`src/cnmc_map.svh`:
```
/*
  Constant map for the CAN node mode and configuration block.
  Assumes it is included by its bare name from the package and design files.
*/
`ifndef CNMC_MAP_SVH
`define CNMC_MAP_SVH

// Register word offsets on the Avalon-MM slave
`define CNMC_OFF_MODE       4'h0
`define CNMC_OFF_NODE       4'h1
`define CNMC_OFF_RATE       4'h2
`define CNMC_OFF_HB_PERIOD  4'h3
`define CNMC_OFF_PDO_PERIOD 4'h4
`define CNMC_OFF_LISTEN     4'h5
`define CNMC_OFF_STATUS     4'h6
`define CNMC_OFF_TX_REQ     4'h7
`define CNMC_OFF_RX_ID      4'h8
`define CNMC_OFF_RX_DATA_LO 4'h9
`define CNMC_OFF_RX_DATA_HI 4'ha
`define CNMC_OFF_TX_DATA_LO 4'hb
`define CNMC_OFF_TX_DATA_HI 4'hc

// Reset values and node number range
`define CNMC_RST_NODE       7'h01
`define CNMC_RST_RATE       3'h4
`define CNMC_NODE_MIN       7'h01
`define CNMC_NODE_MAX       7'h7e

// Identifier bases and payloads
`define CNMC_ID_HEARTBEAT   11'h700
`define CNMC_ID_TPDO1       11'h180
`define CNMC_HB_STATE       8'h05
`define CNMC_HB_LEN         4'h1
`define CNMC_PDO_LEN        4'h8

// Identifier field layout
`define CNMC_SENDER_MSB     6
`define CNMC_TYPE_LSB       7

// One period tick is 1 ms at 50 MHz
`define CNMC_CLK_HZ         50000000
`define CNMC_TICK_US        1000
`define CNMC_TICK_CYCLES    ((`CNMC_CLK_HZ / 1000000) * `CNMC_TICK_US)

`endif

```
`src/cnmc_pkg.sv`:
```
/*
  Types for the CAN node mode and configuration block.
  Assumes cnmc_map.svh is reachable by bare name.
*/
`include "cnmc_map.svh"

package cnmc_pkg;

  // Operating mode; off blocks every frame
  typedef enum logic [2:0] {
    CNMC_MODE_OFF    = 3'b000,
    CNMC_MODE_RAW    = 3'b001,
    CNMC_MODE_PDO    = 3'b010,
    CNMC_MODE_COPEN  = 3'b011,
    CNMC_MODE_MESH   = 3'b100
  } cnmc_mode_e;

  // Bit rate code presented to the controller core
  typedef enum logic [2:0] {
    CNMC_RATE_1000 = 3'b000,
    CNMC_RATE_800  = 3'b001,
    CNMC_RATE_500  = 3'b010,
    CNMC_RATE_250  = 3'b011,
    CNMC_RATE_125  = 3'b100
  } cnmc_rate_e;

  // One classic data frame
  typedef struct packed {
    logic [10:0] id;
    logic [3:0]  len;
    logic [63:0] data;
  } cnmc_frame_s;

  // Transmit arbiter states
  typedef enum logic [1:0] {
    CNMC_TX_IDLE = 2'b00,
    CNMC_TX_BUSY = 2'b01
  } cnmc_tx_state_e;

endpackage : cnmc_pkg

```
`src/cnmc_node.sv`:
```
/*
  CAN node mode and configuration: Avalon-MM registers, heartbeat and PDO
  schedulers, receive filter and USB exclusion.
  Assumes a CAN controller core beside it that sends one frame per accepted
  request and delivers received frames as valid-qualified words.
*/
`timescale 1ns/10ps
`default_nettype none
`include "cnmc_map.svh"

//////////////////////////////////////////////////////////////////////////////
// Function
// - Mode register selects four modes or off
// - Own node number clamped 1 to 126
// - Five bit rates, default 125 kbit/s
// - Heartbeat id 0x700 plus node, byte 0x05
// - Heartbeat periodic in every mode but off, zero disables
// - PDO frames at send period, zero disables
// - PDO mode accepts only listened sender
// - Raw mode: filter zero takes all
// - PDO mode streams TPDOs autonomously; mesh sends heartbeats only
// - Every enabled mode sends heartbeats; user frames on request except in mesh
// - Exclusive models enable CAN without USB
// - USB seen in exclusive models disables CAN until restart
// - Identifier: sender bits 0-6, type 7-10
// - Four TPDOs in turn, 0x180 to 0x480
module cnmc_node
  import cnmc_pkg::*;
(
  input  wire logic        clock_in,
  input  wire logic        rstn_in,
  input  wire logic [3:0]  avs_address_in,
  input  wire logic        avs_read_in,
  input  wire logic        avs_write_in,
  input  wire logic [31:0] avs_writedata_in,
  input  wire logic [3:0]  avs_byteenable_in,
  output logic [31:0]      avs_readdata_out,
  output logic             avs_waitrequest_out,
  input  wire logic        usb_exclusive_in,
  input  wire logic        usb_present_in,
  output logic             can_enable_out,
  output cnmc_rate_e       bit_rate_out,
  output cnmc_frame_s      tx_frame_out,
  output logic             tx_valid_out,
  input  wire logic        tx_ready_in,
  input  wire cnmc_frame_s rx_frame_in,
  input  wire logic        rx_valid_in,
  output logic             rx_stored_out,
  output logic             mesh_active_out
);

  //////////////////////////////////////////////////////////////////////////
  // Configuration registers

  cnmc_mode_e     mode;
  logic [6:0]     own_node_number;
  cnmc_rate_e     bit_rate;
  logic [15:0]    hb_period;
  logic [15:0]    pdo_send_period;
  logic [6:0]     listen_sender_filter;
  cnmc_frame_s    user_frame;
  logic           user_req;
  cnmc_frame_s    rx_hold;
  logic           rx_full;
  logic           usb_sync1;
  logic           usb_sync2;
  logic           usb_lock;
  logic           bus_done;
  logic           wr_go;
  logic           rd_go;
  logic [6:0]     next_node;
  logic           user_set;

  // One wait cycle per access so read data come from a flop
  assign avs_waitrequest_out = (avs_read_in || avs_write_in) && !bus_done;
  assign wr_go               = avs_write_in && bus_done;
  assign rd_go               = avs_read_in && bus_done;

  // Send request; a new one written as the old one leaves keeps its place
  assign user_set = wr_go && (avs_address_in == `CNMC_OFF_TX_REQ) &&
                    (mode != CNMC_MODE_MESH);

  always_ff @(posedge clock_in) begin
    if (!rstn_in) bus_done <= 1'b0;
    else          bus_done <= (avs_read_in || avs_write_in) && !bus_done;
  end

  // Out-of-range node numbers saturate rather than being dropped
  always_comb begin
    next_node = avs_writedata_in[6:0];
    if (next_node < `CNMC_NODE_MIN)      next_node = `CNMC_NODE_MIN;
    else if (next_node > `CNMC_NODE_MAX) next_node = `CNMC_NODE_MAX;
  end

  // Configuration writes; byte lane 0 carries every narrow field
  always_ff @(posedge clock_in) begin
    if (!rstn_in) begin
      mode                 <= CNMC_MODE_OFF;
      own_node_number      <= `CNMC_RST_NODE;
      bit_rate             <= CNMC_RATE_125;
      hb_period            <= 16'h0000;
      pdo_send_period      <= 16'h0000;
      listen_sender_filter <= 7'h00;
    end else if (wr_go && avs_byteenable_in[0]) begin
      case (avs_address_in)
        `CNMC_OFF_MODE: begin
          if (avs_writedata_in[2:0] <= 3'h4) mode <= cnmc_mode_e'(avs_writedata_in[2:0]);
        end
        `CNMC_OFF_NODE:       own_node_number <= next_node;
        `CNMC_OFF_RATE: begin
          if (avs_writedata_in[2:0] <= 3'h4) bit_rate <= cnmc_rate_e'(avs_writedata_in[2:0]);
        end
        `CNMC_OFF_HB_PERIOD:  hb_period <= avs_writedata_in[15:0];
        `CNMC_OFF_PDO_PERIOD: pdo_send_period <= avs_writedata_in[15:0];
        `CNMC_OFF_LISTEN:     listen_sender_filter <= avs_writedata_in[6:0];
        default: ;
      endcase
    end
  end

  // User frame staging; the request is raised by writing the id register
  always_ff @(posedge clock_in) begin
    if (!rstn_in) begin
      user_frame <= '0;
    end else if (wr_go) begin
      case (avs_address_in)
        `CNMC_OFF_TX_REQ: begin
          user_frame.id  <= avs_writedata_in[10:0];
          user_frame.len <= avs_writedata_in[19:16];
        end
        `CNMC_OFF_TX_DATA_LO: user_frame.data[31:0]  <= avs_writedata_in;
        `CNMC_OFF_TX_DATA_HI: user_frame.data[63:32] <= avs_writedata_in;
        default: ;
      endcase
    end
  end

  //////////////////////////////////////////////////////////////////////////
  // USB exclusion

  // Two-flop synchroniser for the asynchronous USB detect pin
  always_ff @(posedge clock_in) begin
    if (!rstn_in) begin
      usb_sync1 <= 1'b0;
      usb_sync2 <= 1'b0;
    end else begin
      usb_sync1 <= usb_present_in;
      usb_sync2 <= usb_sync1;
    end
  end

  // Latch until reset: unplugging alone never brings CAN back
  always_ff @(posedge clock_in) begin
    if (!rstn_in) usb_lock <= 1'b0;
    else if (usb_exclusive_in && usb_sync2) usb_lock <= 1'b1;
  end

  assign can_enable_out  = (mode != CNMC_MODE_OFF) && !usb_lock &&
                           !(usb_exclusive_in && usb_sync2);
  assign bit_rate_out    = bit_rate;
  assign mesh_active_out = can_enable_out && (mode == CNMC_MODE_MESH);

  //////////////////////////////////////////////////////////////////////////
  // Period timers

  logic [15:0] tick_count;
  logic        tick;
  logic        hb_fire;
  logic        pdo_fire;
  logic        hb_pend;
  logic        pdo_pend;
  logic [1:0]  pdo_index;
  logic        pdo_run;

  // Shared 1 ms tick keeps both period counters narrow
  always_ff @(posedge clock_in) begin
    if (!rstn_in || tick_count == 16'(`CNMC_TICK_CYCLES - 1)) tick_count <= 16'h0000;
    else tick_count <= tick_count + 16'h0001;
  end
  assign tick = (tick_count == 16'(`CNMC_TICK_CYCLES - 1));

  assign pdo_run = can_enable_out && (mode == CNMC_MODE_PDO);

  cnmc_period u_hb (
    .clock_in  (clock_in),
    .rstn_in   (rstn_in),
    .tick_in   (tick),
    .run_in    (can_enable_out),
    .period_in (hb_period),
    .fire_out  (hb_fire)
  );

  cnmc_period u_pdo (
    .clock_in  (clock_in),
    .rstn_in   (rstn_in),
    .tick_in   (tick),
    .run_in    (pdo_run),
    .period_in (pdo_send_period),
    .fire_out  (pdo_fire)
  );

  //////////////////////////////////////////////////////////////////////////
  // Transmit arbiter: heartbeat first, then PDO, then user request

  cnmc_tx_state_e tx_state;

  always_ff @(posedge clock_in) begin
    if (!rstn_in || !can_enable_out) begin
      hb_pend   <= 1'b0;
      pdo_pend  <= 1'b0;
      user_req  <= 1'b0;
      pdo_index <= 2'h0;
      tx_state  <= CNMC_TX_IDLE;
      tx_valid_out <= 1'b0;
      tx_frame_out <= '0;
    end else begin
      // New events win over the clear of the same cycle
      if (hb_fire) hb_pend <= 1'b1;
      if (pdo_fire) pdo_pend <= 1'b1;
      if (user_set) user_req <= 1'b1;
      case (tx_state)
        CNMC_TX_IDLE: begin
          if (hb_pend) begin
            hb_pend <= hb_fire;
            tx_frame_out.id   <= `CNMC_ID_HEARTBEAT + {4'h0, own_node_number};
            tx_frame_out.len  <= `CNMC_HB_LEN;
            tx_frame_out.data <= {56'h0, `CNMC_HB_STATE};
            tx_valid_out <= 1'b1;
            tx_state     <= CNMC_TX_BUSY;
          end else if (pdo_pend) begin
            pdo_pend <= pdo_fire;
            tx_frame_out.id <= `CNMC_ID_TPDO1 + {1'b0, pdo_index, 8'h00} +
                               {4'h0, own_node_number};
            tx_frame_out.len  <= `CNMC_PDO_LEN;
            tx_frame_out.data <= user_frame.data;
            pdo_index    <= pdo_index + 2'h1;
            tx_valid_out <= 1'b1;
            tx_state     <= CNMC_TX_BUSY;
          end else if (user_req) begin
            user_req     <= user_set;
            tx_frame_out <= user_frame;
            tx_valid_out <= 1'b1;
            tx_state     <= CNMC_TX_BUSY;
          end
        end
        CNMC_TX_BUSY: begin
          if (tx_ready_in) begin
            tx_valid_out <= 1'b0;
            tx_state     <= CNMC_TX_IDLE;
          end
        end
        default: tx_state <= CNMC_TX_IDLE;
      endcase
    end
  end

  //////////////////////////////////////////////////////////////////////////
  // Receive filter and single-frame holding buffer

  logic [6:0] rx_sender;
  logic       rx_accept;

  assign rx_sender = rx_frame_in.id[`CNMC_SENDER_MSB:0];

  // Decide before storing so a rejected frame never overwrites the hold
  always_comb begin
    case (mode)
      CNMC_MODE_PDO: rx_accept = (rx_sender == listen_sender_filter);
      CNMC_MODE_RAW: rx_accept = (listen_sender_filter == 7'h00) ||
                                 (rx_sender == listen_sender_filter);
      default:       rx_accept = 1'b0;
    endcase
  end

  // Hold is locked while full; reading the id frees it for the next one
  always_ff @(posedge clock_in) begin
    if (!rstn_in) begin
      rx_hold       <= '0;
      rx_full       <= 1'b0;
      rx_stored_out <= 1'b0;
    end else begin
      rx_stored_out <= 1'b0;
      if (rx_valid_in && can_enable_out && rx_accept && !rx_full) begin
        rx_hold       <= rx_frame_in;
        rx_full       <= 1'b1;
        rx_stored_out <= 1'b1;
      end else if (rd_go && avs_address_in == `CNMC_OFF_RX_ID) begin
        rx_full <= 1'b0;
      end
    end
  end

  //////////////////////////////////////////////////////////////////////////
  // Read data path; unmapped offsets read as zero

  always_ff @(posedge clock_in) begin
    if (!rstn_in) begin
      avs_readdata_out <= 32'h0000_0000;
    end else if (avs_read_in && !bus_done) begin
      case (avs_address_in)
        `CNMC_OFF_MODE:       avs_readdata_out <= {29'h0, mode};
        `CNMC_OFF_NODE:       avs_readdata_out <= {25'h0, own_node_number};
        `CNMC_OFF_RATE:       avs_readdata_out <= {29'h0, bit_rate};
        `CNMC_OFF_HB_PERIOD:  avs_readdata_out <= {16'h0, hb_period};
        `CNMC_OFF_PDO_PERIOD: avs_readdata_out <= {16'h0, pdo_send_period};
        `CNMC_OFF_LISTEN:     avs_readdata_out <= {25'h0, listen_sender_filter};
        `CNMC_OFF_STATUS:     avs_readdata_out <= {27'h0, tx_valid_out, usb_lock,
                                                   rx_full, can_enable_out, user_req};
        `CNMC_OFF_RX_ID:      avs_readdata_out <= rx_full ?
                                {12'h0, rx_hold.len, 5'h0, rx_hold.id} : 32'h0000_0000;
        `CNMC_OFF_RX_DATA_LO: avs_readdata_out <= rx_hold.data[31:0];
        `CNMC_OFF_RX_DATA_HI: avs_readdata_out <= rx_hold.data[63:32];
        default:              avs_readdata_out <= 32'h0000_0000;
      endcase
    end
  end

endmodule : cnmc_node

`default_nettype wire

```
`src/cnmc_period.sv`:
```
/*
  Millisecond period timer that pulses once per programmed period.
  Assumes a shared 1 ms tick from the same clock; zero period is silent.
*/
`timescale 1ns/10ps
`default_nettype none

module cnmc_period
  import cnmc_pkg::*;
(
  input  wire logic        clock_in,
  input  wire logic        rstn_in,
  input  wire logic        tick_in,
  input  wire logic        run_in,
  input  wire logic [15:0] period_in,
  output logic             fire_out
);

  logic [15:0] count;

  // Count ticks; restart whenever stopped so a new period starts clean
  always_ff @(posedge clock_in) begin
    if (!rstn_in || !run_in || period_in == 16'h0000) begin
      count    <= 16'h0000;
      fire_out <= 1'b0;
    end else if (tick_in) begin
      if (count + 16'h0001 >= period_in) begin
        count    <= 16'h0000;
        fire_out <= 1'b1;
      end else begin
        count    <= count + 16'h0001;
        fire_out <= 1'b0;
      end
    end else begin
      fire_out <= 1'b0;
    end
  end

endmodule : cnmc_period

`default_nettype wire

```
`config.mk`:
```
export PLATFORM = sky130hd
export DESIGN_NAME = cnmc_node
export DESIGN_NICKNAME = d
export VERILOG_FILES = /design/src/cnmc_pkg.sv /design/src/cnmc_node.sv /design/src/cnmc_period.sv
export VERILOG_INCLUDE_DIRS = /design/src
export SDC_FILE = /design/constraint.sdc
export NUM_CORES = 1
export LEC_CHECK = 0
export BUFFER_PORTS_ARGS = -buffer_cell sky130_fd_sc_hd__buf_2
export CORE_ASPECT_RATIO = 0.75
export CORE_UTILIZATION = 54
export CTS_BUF_LIST = sky130_fd_sc_hd__clkbuf_16
export CTS_CLUSTER_DIAMETER = 120
export DETAILED_ROUTE_END_ITERATION = 8
export GPL_ROUTABILITY_DRIVEN = 0
export HOLD_SLACK_MARGIN = 0.03
export PLACE_DENSITY = 0.79
export SYNTH_ARGS = -nofsm -noshare
export SYNTH_HDL_FRONTEND = slang
export SYNTH_SLANG_ARGS = --single-unit
```
`constraint.sdc`:
```
create_clock -name clock_in -period 6.2 [get_ports clock_in]
set_input_delay 1.24 -clock clock_in [delete_from_list [all_inputs] [get_ports clock_in]]
set_output_delay 1.24 -clock clock_in [all_outputs]
set_load 0.01 [all_outputs]
```
After elaboration in Yosys (flattened, before gate mapping)
Index checks and enable logic that the tools add are counted.
{"block": "classes", "n_eq_ne": 21, "multipliers": 0, "n_bitwise": 2, "muxes": 37, "n_addsub": 7, "reduce_logical": 54, "n_lt_le_gt_ge": 5, "div_mod_pow": 0, "shift": 0}
{"op": "$pmux W32 S10", "n": 1}
{"op": "$mux W79", "n": 3}
{"op": "$add A16 B1 Y16 const B", "n": 3}
{"op": "$ge A16 B16 Y1", "n": 2}
{"op": "$logic_not A16 Y1", "n": 2}
{"op": "$mux W16", "n": 2}
{"op": "$mux W1", "n": 21}
{"op": "$eq A4 B4 Y1 const B", "n": 5}
{"op": "$mux W20", "n": 1}
{"op": "$reduce_and A2 Y1", "n": 9}
{"op": "$eq A16 B16 Y1 const B", "n": 1}
{"op": "$eq A4 B3 Y1 const B", "n": 4}
{"op": "$logic_and A1 B1 Y1", "n": 16}
{"op": "$mux W7", "n": 2}
{"op": "$reduce_and A3 Y1", "n": 4}
{"op": "$add A11 B7 Y11", "n": 1}
{"op": "$add A9 B10 Y11 const A", "n": 1}
{"op": "$add A9 B8 Y10 const A", "n": 1}
{"op": "$eq A4 B2 Y1 const B", "n": 2}
{"op": "$mux W2", "n": 4}
{"op": "$eq A7 B7 Y1", "n": 1}
{"op": "$gt A7 B7 Y1 const B", "n": 1}
{"op": "$logic_not A1 Y1", "n": 7}
{"op": "$logic_not A7 Y1", "n": 1}
{"op": "20 further kinds", "n": 31}
{"block": "totals", "ram_bits": 0, "latch_bits": 0, "romBits": 0, "output_inout_bits": 119, "elab_cells": 160, "ff_bits": 385, "memories": 0}

Logic depth before layout (Yosys ltp)
Gate-level depths: netlist of run 1.
{"block": "depth", "ltp_word": 8, "ltp_mapped": 15, "depth_no_buf": 14}

Hierarchy
Synthesis of run 1 repeated with hierarchy kept, for this count alone.
{"block": "hier_totals", "hier_cells": 1820, "hier_area_um2": 16081.7}
{"mod": "cnmc_node", "area_per_inst_um2": 13186.4, "instances": 1, "cells_per_inst": 1460, "seq_area_each_um2": 6986.7}
{"mod": "cnmc_period (u_pdo)", "area_per_inst_um2": 1465.2, "instances": 1, "cells_per_inst": 184, "seq_area_each_um2": 340.3}
{"mod": "cnmc_period (u_hb)", "area_per_inst_um2": 1430.1, "instances": 1, "cells_per_inst": 176, "seq_area_each_um2": 340.3}

Least setup slack after synthesis of run 1
Ideal clock, no wire load.
{"block": "synth_timing", "path_type": "reg-to-reg", "startpoint": "reg u_pdo.count[0]", "endpoint": "reg u_pdo.count[10]", "required_ns": 6.075, "synth_period_minus_slack_ns": 3.303, "path_stages_with_launch": 15, "setup_slack_ns": 2.897, "arrival_time_ns": 3.178, "cell_sequence": "dfxtp_1 > ha_1 > nand3_1 > or2_1 > nor3_1 > and3_1 > xnor2_1 > ha_1 > nand4_1 > nor3_1 > o311ai_0 > and3_1 > clkbuf_1 > a31oi_1 > o22ai_1"}
{"block": "synth_between", "elab_chain_len": 3}
{"element": "from (decl)", "line_no": "cnmc_period.sv:19", "text": "logic [15:0] count;"}
{"element": "from (signal assigned)", "line_no": "cnmc_period.sv:31", "text": "count <= count + 16'h0001;"}
{"element": "$add A16 B1 Y16 (*)", "line_no": "cnmc_period.sv:27, cnmc_period.sv:31"}
{"element": "$ge A16 B16 Y1", "line_no": "cnmc_period.sv:27", "text": "if (count + 16'h0001 >= period_in) begin"}
{"element": "$mux W16 (*)", "line_no": "cnmc_period.sv:27"}
Mark *: on every way between the ends. The rest lies on a longest branch, timed or not.
A chain may end at the register's enable or synchronous reset.

Worst setup path after layout of run 1
{"block": "layout_timing", "startpoint": "reg u_pdo.count[0]", "endpoint": "reg u_pdo.count[8]"}
The elaborated chain is that of the path after synthesis.

==> results.md, run 1 <==
* Outcome: complete, no violations
* Routed Antenna Nets at 0
* Total setup buffers inserted after CTS at 0
* H-tree depth at 2
* DR pass1 iterations at 6
* Most frequent cells in the layout: 383 x dfxtp_1, 308 x nand2_1, 279 x nor2_1
* Power per cell area at 258 mW/mm^2
* Wire per inst at 17.7 um
* Clock root cell: clkbuf_16
* First-pass GRT wire length at 68.6 mm
* Num rows at 54
* Max cap viols at 0
* Syn Inst Count at 1911
* Slew headroom at 26.7%
* Die width at 201 um
* Slew @ Worst Pin at 1100 ps
* Ys flop type: dfxtp_1
* Required @ worst endpoint at 6650 ps
* Clock skew at 19.2 ps
* Post-synthesis sequential area ratio at 47.8%
* Clock Path Buffers at 3
* Die extent in y at 151 um
* CTS resizes at 0
* Die area at 0.0304 sq mm
* GR Util All Layers at 27.9%
* Clk slew on worst S/H paths at 70 ps
* Vias in the first global route at 13400
* Worst path arrival time at 4740 ps
* CTS tree: yes
* WS Path Type: flop to flop
* Dpl hpwl at 29.5 mm
* Cts bufs inserted at 37
* Layout cells sized above 1 at 15.8%
* CP Max Fanout at 21
* Asr flop ratio synth at 0%
* #FFs+latches synth at 383
* Number of flops mapped to enable cells by yosys at 0
* Post-route setup TNS at 0 ps
* Area Growth Syn to Fin at 15.4%
* Clock sinks at 383
* Most common cell after layout, fill and taps aside: dfxtp_1
* Worst skew pair latency at 550 ps
* Final setup violation count at 0
* Synth Cell Area at 0.0160 sq mm
* Detailed Route WL at 44.2 mm
* Drt drc at 0
* Startpoint types: flop
* Layout Nets at 2239
* 1st-iter DRT viols at 1377
* Fin crit period at 4290 ps
* # hold bufs at CTS at 0
* Largest net degree at the start of global routing at 136
* Initial antenna violation count at 3
* Max-slew violations at 0
* Cell Count, Final, Fillers Out at 2497
* Initial Utilization at 55.1%
* Post-Syn Nets at 2074
* Final Hold Vio Count at 0
* Total congestion overflow at 0
* Yosys warnings at 0
* Port Buf Inserts at 242
* RSZ-0062 raised after global routing: no
* Syn_area_per_cell at 8.40 sq um
* Endpoint class of the critical path: flop
* Worst Hold Class: flop to flop
* Distinct cells, synth at 57
* LEAKAGE at 7.73 nW
* Core area at 0.0291 sq mm
* Vias at 14500
* Placed cells at 2429
* Vias per cell at 5.80
* Worst VDD drop at 0.207 mV
* FMAX at 0.233 GHz
* Final Cycle Share at 69.2%
* I/O Pins at 246
==> per-layer routing <==
metal	track usage [%]	part of all wire [%]	vias up	wire [um]
met3	5.12	7.8	103	3430
li1	-	-	6900	-
met1	37.9	43	6856	19200
met4	10.7	3.2	2	1430
met2	44.3	46	612	20200
met5	0	0.018	-	8
==> worst paths after layout <==
path | start | endpoint | slack (ps) | depth (start not counted)
max reg2reg | u_pdo.count[0]$_SDFFE_PP0N_ | u_pdo.count[8]$_SDFFE_PP0N_ | 1910 | 13
min reg2reg | u_pdo.fire_out$_SDFF_PP0_ | pdo_pend$_SDFF_PP0_ | 430 | 2
min | u_pdo.fire_out$_SDFF_PP0_ | pdo_pend$_SDFF_PP0_ | 430 | 2
max | u_pdo.count[0]$_SDFFE_PP0N_ | u_pdo.count[8]$_SDFFE_PP0N_ | 1910 | 13
==> where the power goes <==
part	leakage, nW	switching, W	internal, W
combinational	4.06	0.000109	0.0000476
sequential	3.09	0.00000504	0.00247
clock	0.586	0.000969	0.00118
total	7.73	0.00108	0.00370
==> state kept, by name, indices dropped and copies added, names as in the netlist, 2 cells and up <==
| register | count |
|---|---|
| rx_hold | 79 |
| tx_frame_out | 79 |
| user_frame | 79 |
| avs_readdata_out | 32 |
| hb_period | 16 |
| pdo_send_period | 16 |
| tick_count | 16 |
| u_hb.count | 16 |
| u_pdo.count | 16 |
| listen_sender_filter | 7 |
| own_node_number | 7 |
| bit_rate_out | 3 |
| mode | 3 |
| pdo_index | 2 |
==> cells by family (layout without fill, tap and decap cells) <==
family / Yosys count / after routing / share of synthesized area, %
DFF: 383 / 383 / 47.8
other: 0 / 2 / 0
adders and majority gates: 36 / 36 / 2.81
xor gates and xnor gates: 44 / 44 / 2.40
AOI/OAI and AO/OA: 404 / 404 / 15.6
muxes: 114 / 114 / 7.13
buffers and inverters: 176 / 368 / 4.30
and+or+nand+nor: 754 / 754 / 20.0
==> layout make-up <==
type / instances / area (sq um)
Fill cell: 2437 / 10600
Antenna cell: 2 / 5.00
Sequential cell: 383 / 7670
Multi-Input combinational cell: 1352 / 7720
Clock inverter: 29 / 208
Timing Repair Buffer: 259 / 1340
Tap cell: 392 / 490
Inverter: 43 / 166
Clock buffer: 37 / 926
==> synthesized netlist by cell type, types with 5 or more instances <==
cell type,count,area [sq um]
a211oi_1,8,60.1
a21oi_1,187,936
a222oi_1,8,80.1
a22o_1,14,123
a22oi_1,98,736
a31oi_1,20,125
and2_1,7,43.8
and3_1,18,113
buf_1,14,52.6
buf_2,23,115
clkbuf_1,96,360
dfxtp_1,383,7670
ha_1,36,450
inv_1,42,158
mux2i_1,112,1120
nand2_1,309,1160
nand2b_1,10,62.6
nand3_1,31,155
nand4_1,19,119
nor2_1,283,1060
nor2b_1,14,87.6
nor3_1,27,135
nor3b_1,5,37.5
nor4_1,12,75.1
o21ai_0,28,140
o22ai_1,16,100
xnor2_1,23,201
xor2_1,21,184
==> metrics by stage <==
step	power (W)	instance area, sq um	hold slack, ps	utilization [%]	setup slack [ps]
final	0.00478	18500	430	63.6	1910
after global routing	0.00492	18500	462	63.6	1530
after CTS	0.00480	18500	435	63.6	2000
after detailed placement	0.00268	17400	429	59.7	1980
after global placement	0.00268	17400	416	59.7	2070
after floorplan	0.00260	16000	411	-	2900
==> worst max-delay path: stages (launching register included) <==
cell and delay [ps]:
dfxtp_1 430, ha_1 260, nand3_1 190, or2_1 340, nor3_1 500, and3_1 290, xnor2_1 130, ha_1 260
o21ai_0 170, o22ai_1 100, nor2_1 110, and3_1 680, nand3_1 440, o22ai_1 290
(Power assumes the default switching activity.)
==> run 2, diff against run 1 <==
==> constraint.sdc (replaced) <==
create_clock -name clock_in -period 4.3 [get_ports clock_in]
set_input_delay 0.86 -clock clock_in [delete_from_list [all_inputs] [get_ports clock_in]]
set_output_delay 0.86 -clock clock_in [all_outputs]
set_load 0.01 [all_outputs]
==> results.md, run 2 (synthesis results as in run 1) <==
* Outcome: complete, no violations (unchanged)
* Layout cells sized above 1 at 16.0% (was 15.8%)
* Worst VDD drop at 0.222 mV (was 0.207 mV)
* Worst R2R Path Depth at 13 (unchanged)
* Endpoint class of the critical path: flop (unchanged)
* CTS resizes at 0 (unchanged)
* Net Sw Power at 0.00157 W (was 0.00108 W)
* CP Max Fanout at 12 (was 21)
* Layout Nets at 2248 (was 2239)
* GR Util All Layers at 28.1% (was 27.9%)
* Most frequent cells in the layout: 383 x dfxtp_1, 308 x nand2_1, 279 x nor2_1 (unchanged)
* Wire per inst at 17.8 um (was 17.7 um)
* CP Launch Point: u_pdo.count[2]$_SDFFE_PP0N_ (was u_pdo.count[0]$_SDFFE_PP0N_)
* Power per cell area at 372 mW/mm^2 (was 258 mW/mm^2)
* Worst skew pair latency at 540 ps (was 550 ps)
* Slew headroom at 29.1% (was 26.7%)
* Vias in the first global route at 13200 (was 13400)
* Vias at 14600 (was 14500)
* Detailed Route WL at 44.5 mm (was 44.2 mm)
* Clk slew on worst S/H paths at 60 ps (was 70 ps)
* Clock Path Buffers at 3 (unchanged)
* Clock skew at 25.6 ps (was 19.2 ps)
* Most common cell after layout, fill and taps aside: dfxtp_1 (unchanged)
* Core area at 0.0291 sq mm (unchanged)
* I/O Pins at 246 (unchanged)
* Post-route setup TNS at 0 ps (unchanged)
* Dpl hpwl at 30.2 mm (was 29.5 mm)
* Final Cycle Share at 89.1% (was 69.2%)
* Area Growth Syn to Fin at 16.0% (was 15.4%)
* Worst Hold Class: flop to flop (unchanged)
* FMAX at 0.261 GHz (was 0.233 GHz)
* Fin area at 0.0186 sq mm (was 0.0185 sq mm)
* DP Area at 0.0175 sq mm (was 0.0174 sq mm)
* R2r setup slk at 470 ps (was 1910 ps)
* Fin crit period at 3830 ps (was 4290 ps)
* Most common cell on crit path: nand4_1
* Reg2reg start: u_pdo.count[2]$_SDFFE_PP0N_ (was u_pdo.count[0]$_SDFFE_PP0N_)
* Layout Utilization at 63.9% (was 63.6%)
* Total setup buffers inserted after CTS at 0 (unchanged)
* Required @ worst endpoint at 4700 ps (was 6650 ps)
* Port Buf Inserts at 242 (unchanged)
* Net Sw Frac at 22.7% (about the same)
* Pint at 0.00534 W (was 0.00370 W)
* Startpoint types: flop (unchanged)
* Worst path arrival time at 4240 ps (was 4740 ps)
* Sequential cell fraction of total power at 51.5% (was 51.7%)
* Clock root cell: clkbuf_16 (unchanged)
* Die width at 201 um (unchanged)
* Clock sinks at 383 (unchanged)
* Num rows at 54 (unchanged)
* RSZ-0062 raised after global routing: no (unchanged)
* Vias per cell at 5.82 (was 5.80)
* Final Hold Vio Count at 0 (unchanged)
* Drt drc at 0 (unchanged)
* # hold bufs at CTS at 0 (unchanged)
* CTS tree: yes (unchanged)
* Max-slew violations at 0 (unchanged)
* LEAKAGE at 7.79 nW (was 7.73 nW)
* H-tree depth at 2 (unchanged)
* Total congestion overflow at 0 (unchanged)
* Hold-critical path depth at 2 (unchanged)
* Clk pwr share at 45.1% (was 45.0%)
* Cts bufs inserted at 38 (was 37)
* Slowest CP cell: or4_1 (was and3_1)
* Initial Utilization at 55.1% (unchanged)
* 1st-iter DRT viols at 1259 (was 1377)
* Crit-path cells: and4_4 > nand4_1 > or4_1 > o21a_1 > or2_1 > ha_1 > nand4_1 > nor3_1 > o311ai_0 > and3_1 > buf_4 > a31oi_1 > o22ai_1 (was ha_1 > nand3_1 > or2_1 > nor3_1 > and3_1 > xnor2_1 > ha_1 > o21ai_0 > o22ai_1 > nor2_1 > and3_1 > nand3_1 > o22ai_1)
* Largest registers: rx_hold (79), tx_frame_out (79), user_frame (79) (unchanged)
* RR Endpoint: u_pdo.count[6]$_SDFFE_PP0N_ (was u_pdo.count[8]$_SDFFE_PP0N_)
* Filler cells at 2425 (was 2437)
* WS Path Type: flop to flop (unchanged)
* Die area at 0.0304 sq mm (unchanged)
* Initial antenna violation count at 3 (unchanged)
* Crit path largest cell delay at 640 ps (was 680 ps)
* Die extent in y at 151 um (unchanged)
* Slew @ Worst Pin at 1060 ps (was 1100 ps)
* Max cap viols at 0 (unchanged)
* First-pass GRT wire length at 69.3 mm (was 68.6 mm)
* Routed Antenna Nets at 0 (unchanged)
* Comb pwr share at 3.3% (about the same)
* Final setup violation count at 0 (unchanged)
* Largest net degree at the start of global routing at 111 (was 136)
* DR pass1 iterations at 6 (unchanged)
* Setup crit end: u_pdo.count[6]$_SDFFE_PP0N_ (was u_pdo.count[8]$_SDFFE_PP0N_)
[run 2: changes by cell type in the layout (fill, tap and decap cells not counted), moves of 2 or more]
cell	previous run	this run
clkinv_4	0	2
clkinv_2	9	4
buf_4	17	23
buf_12	0	2
clkbuf_16	37	39
inv_1	48	52
[run 2: through the flow]
stage	setup WS (ps)	hold WS (ps)	power [W]	std cells
detailed placement	544	423	0.00387	2437
global route	149	460	0.00711	2505
floorplan	997	411	0.00375	1911
global placement	634	417	0.00386	2437
CTS	477	438	0.00695	2503
finish	467	432	0.00692	2506
[run 2: worst min path at each step]
stage | start | to | slack (ps)
after floorplan | u_pdo.fire_out$_SDFF_PP0_ | pdo_pend$_SDFF_PP0_ | 410
after global placement | u_pdo.fire_out$_SDFF_PP0_ | pdo_pend$_SDFF_PP0_ | 420
after detailed placement | usb_sync1$_SDFF_PN0_ | usb_sync2$_SDFF_PN0_ | 420
after CTS | u_pdo.fire_out$_SDFF_PP0_ | pdo_pend$_SDFF_PP0_ | 440
after global routing | u_pdo.fire_out$_SDFF_PP0_ | pdo_pend$_SDFF_PP0_ | 460
final | u_pdo.fire_out$_SDFF_PP0_ | pdo_pend$_SDFF_PP0_ | 430
[run 2: power by group through the flow]
stage / clock (W) / sequential (W) / combinational [W]
finish: 0.00312 / 0.00356 / 0.000230
global route: 0.00330 / 0.00356 / 0.000245
CTS: 0.00316 / 0.00356 / 0.000227
detailed placement: 0 / 0.00364 / 0.000225
global placement: 0 / 0.00364 / 0.000222
floorplan: 0 / 0.00364 / 0.000111
[run 2: final cells by class]
class,instances,area (sq um),area share (%)
Clock inverter,27,173,0.927
Sequential cell,383,7670,41.2
Inverter,43,166,0.894
Antenna cell,3,7.51,0.0403
Clock buffer,39,976,5.24
Multi-Input combinational cell,1352,7720,41.4
Tap cell,392,490,2.63
Timing Repair Buffer,267,1420,7.65
[run 2: metal layers]
layer,wire length [um],global-route usage [%],up-vias
met2,20300,44.5,566
met3,3290,4.60,109
li1,-,-,6934
met4,1430,10.4,2
met1,19500,38.8,6967
met5,8,0,-
[run 2: critical path: cells and delay by family (launching register included)]
kind	cells	cell delay, ps
adders and majority gates	1	290
and+or+nand+nor	7	2020
DFF	1	440
AOI/OAI and AO/OA	4	700
buffers and inverters	1	230
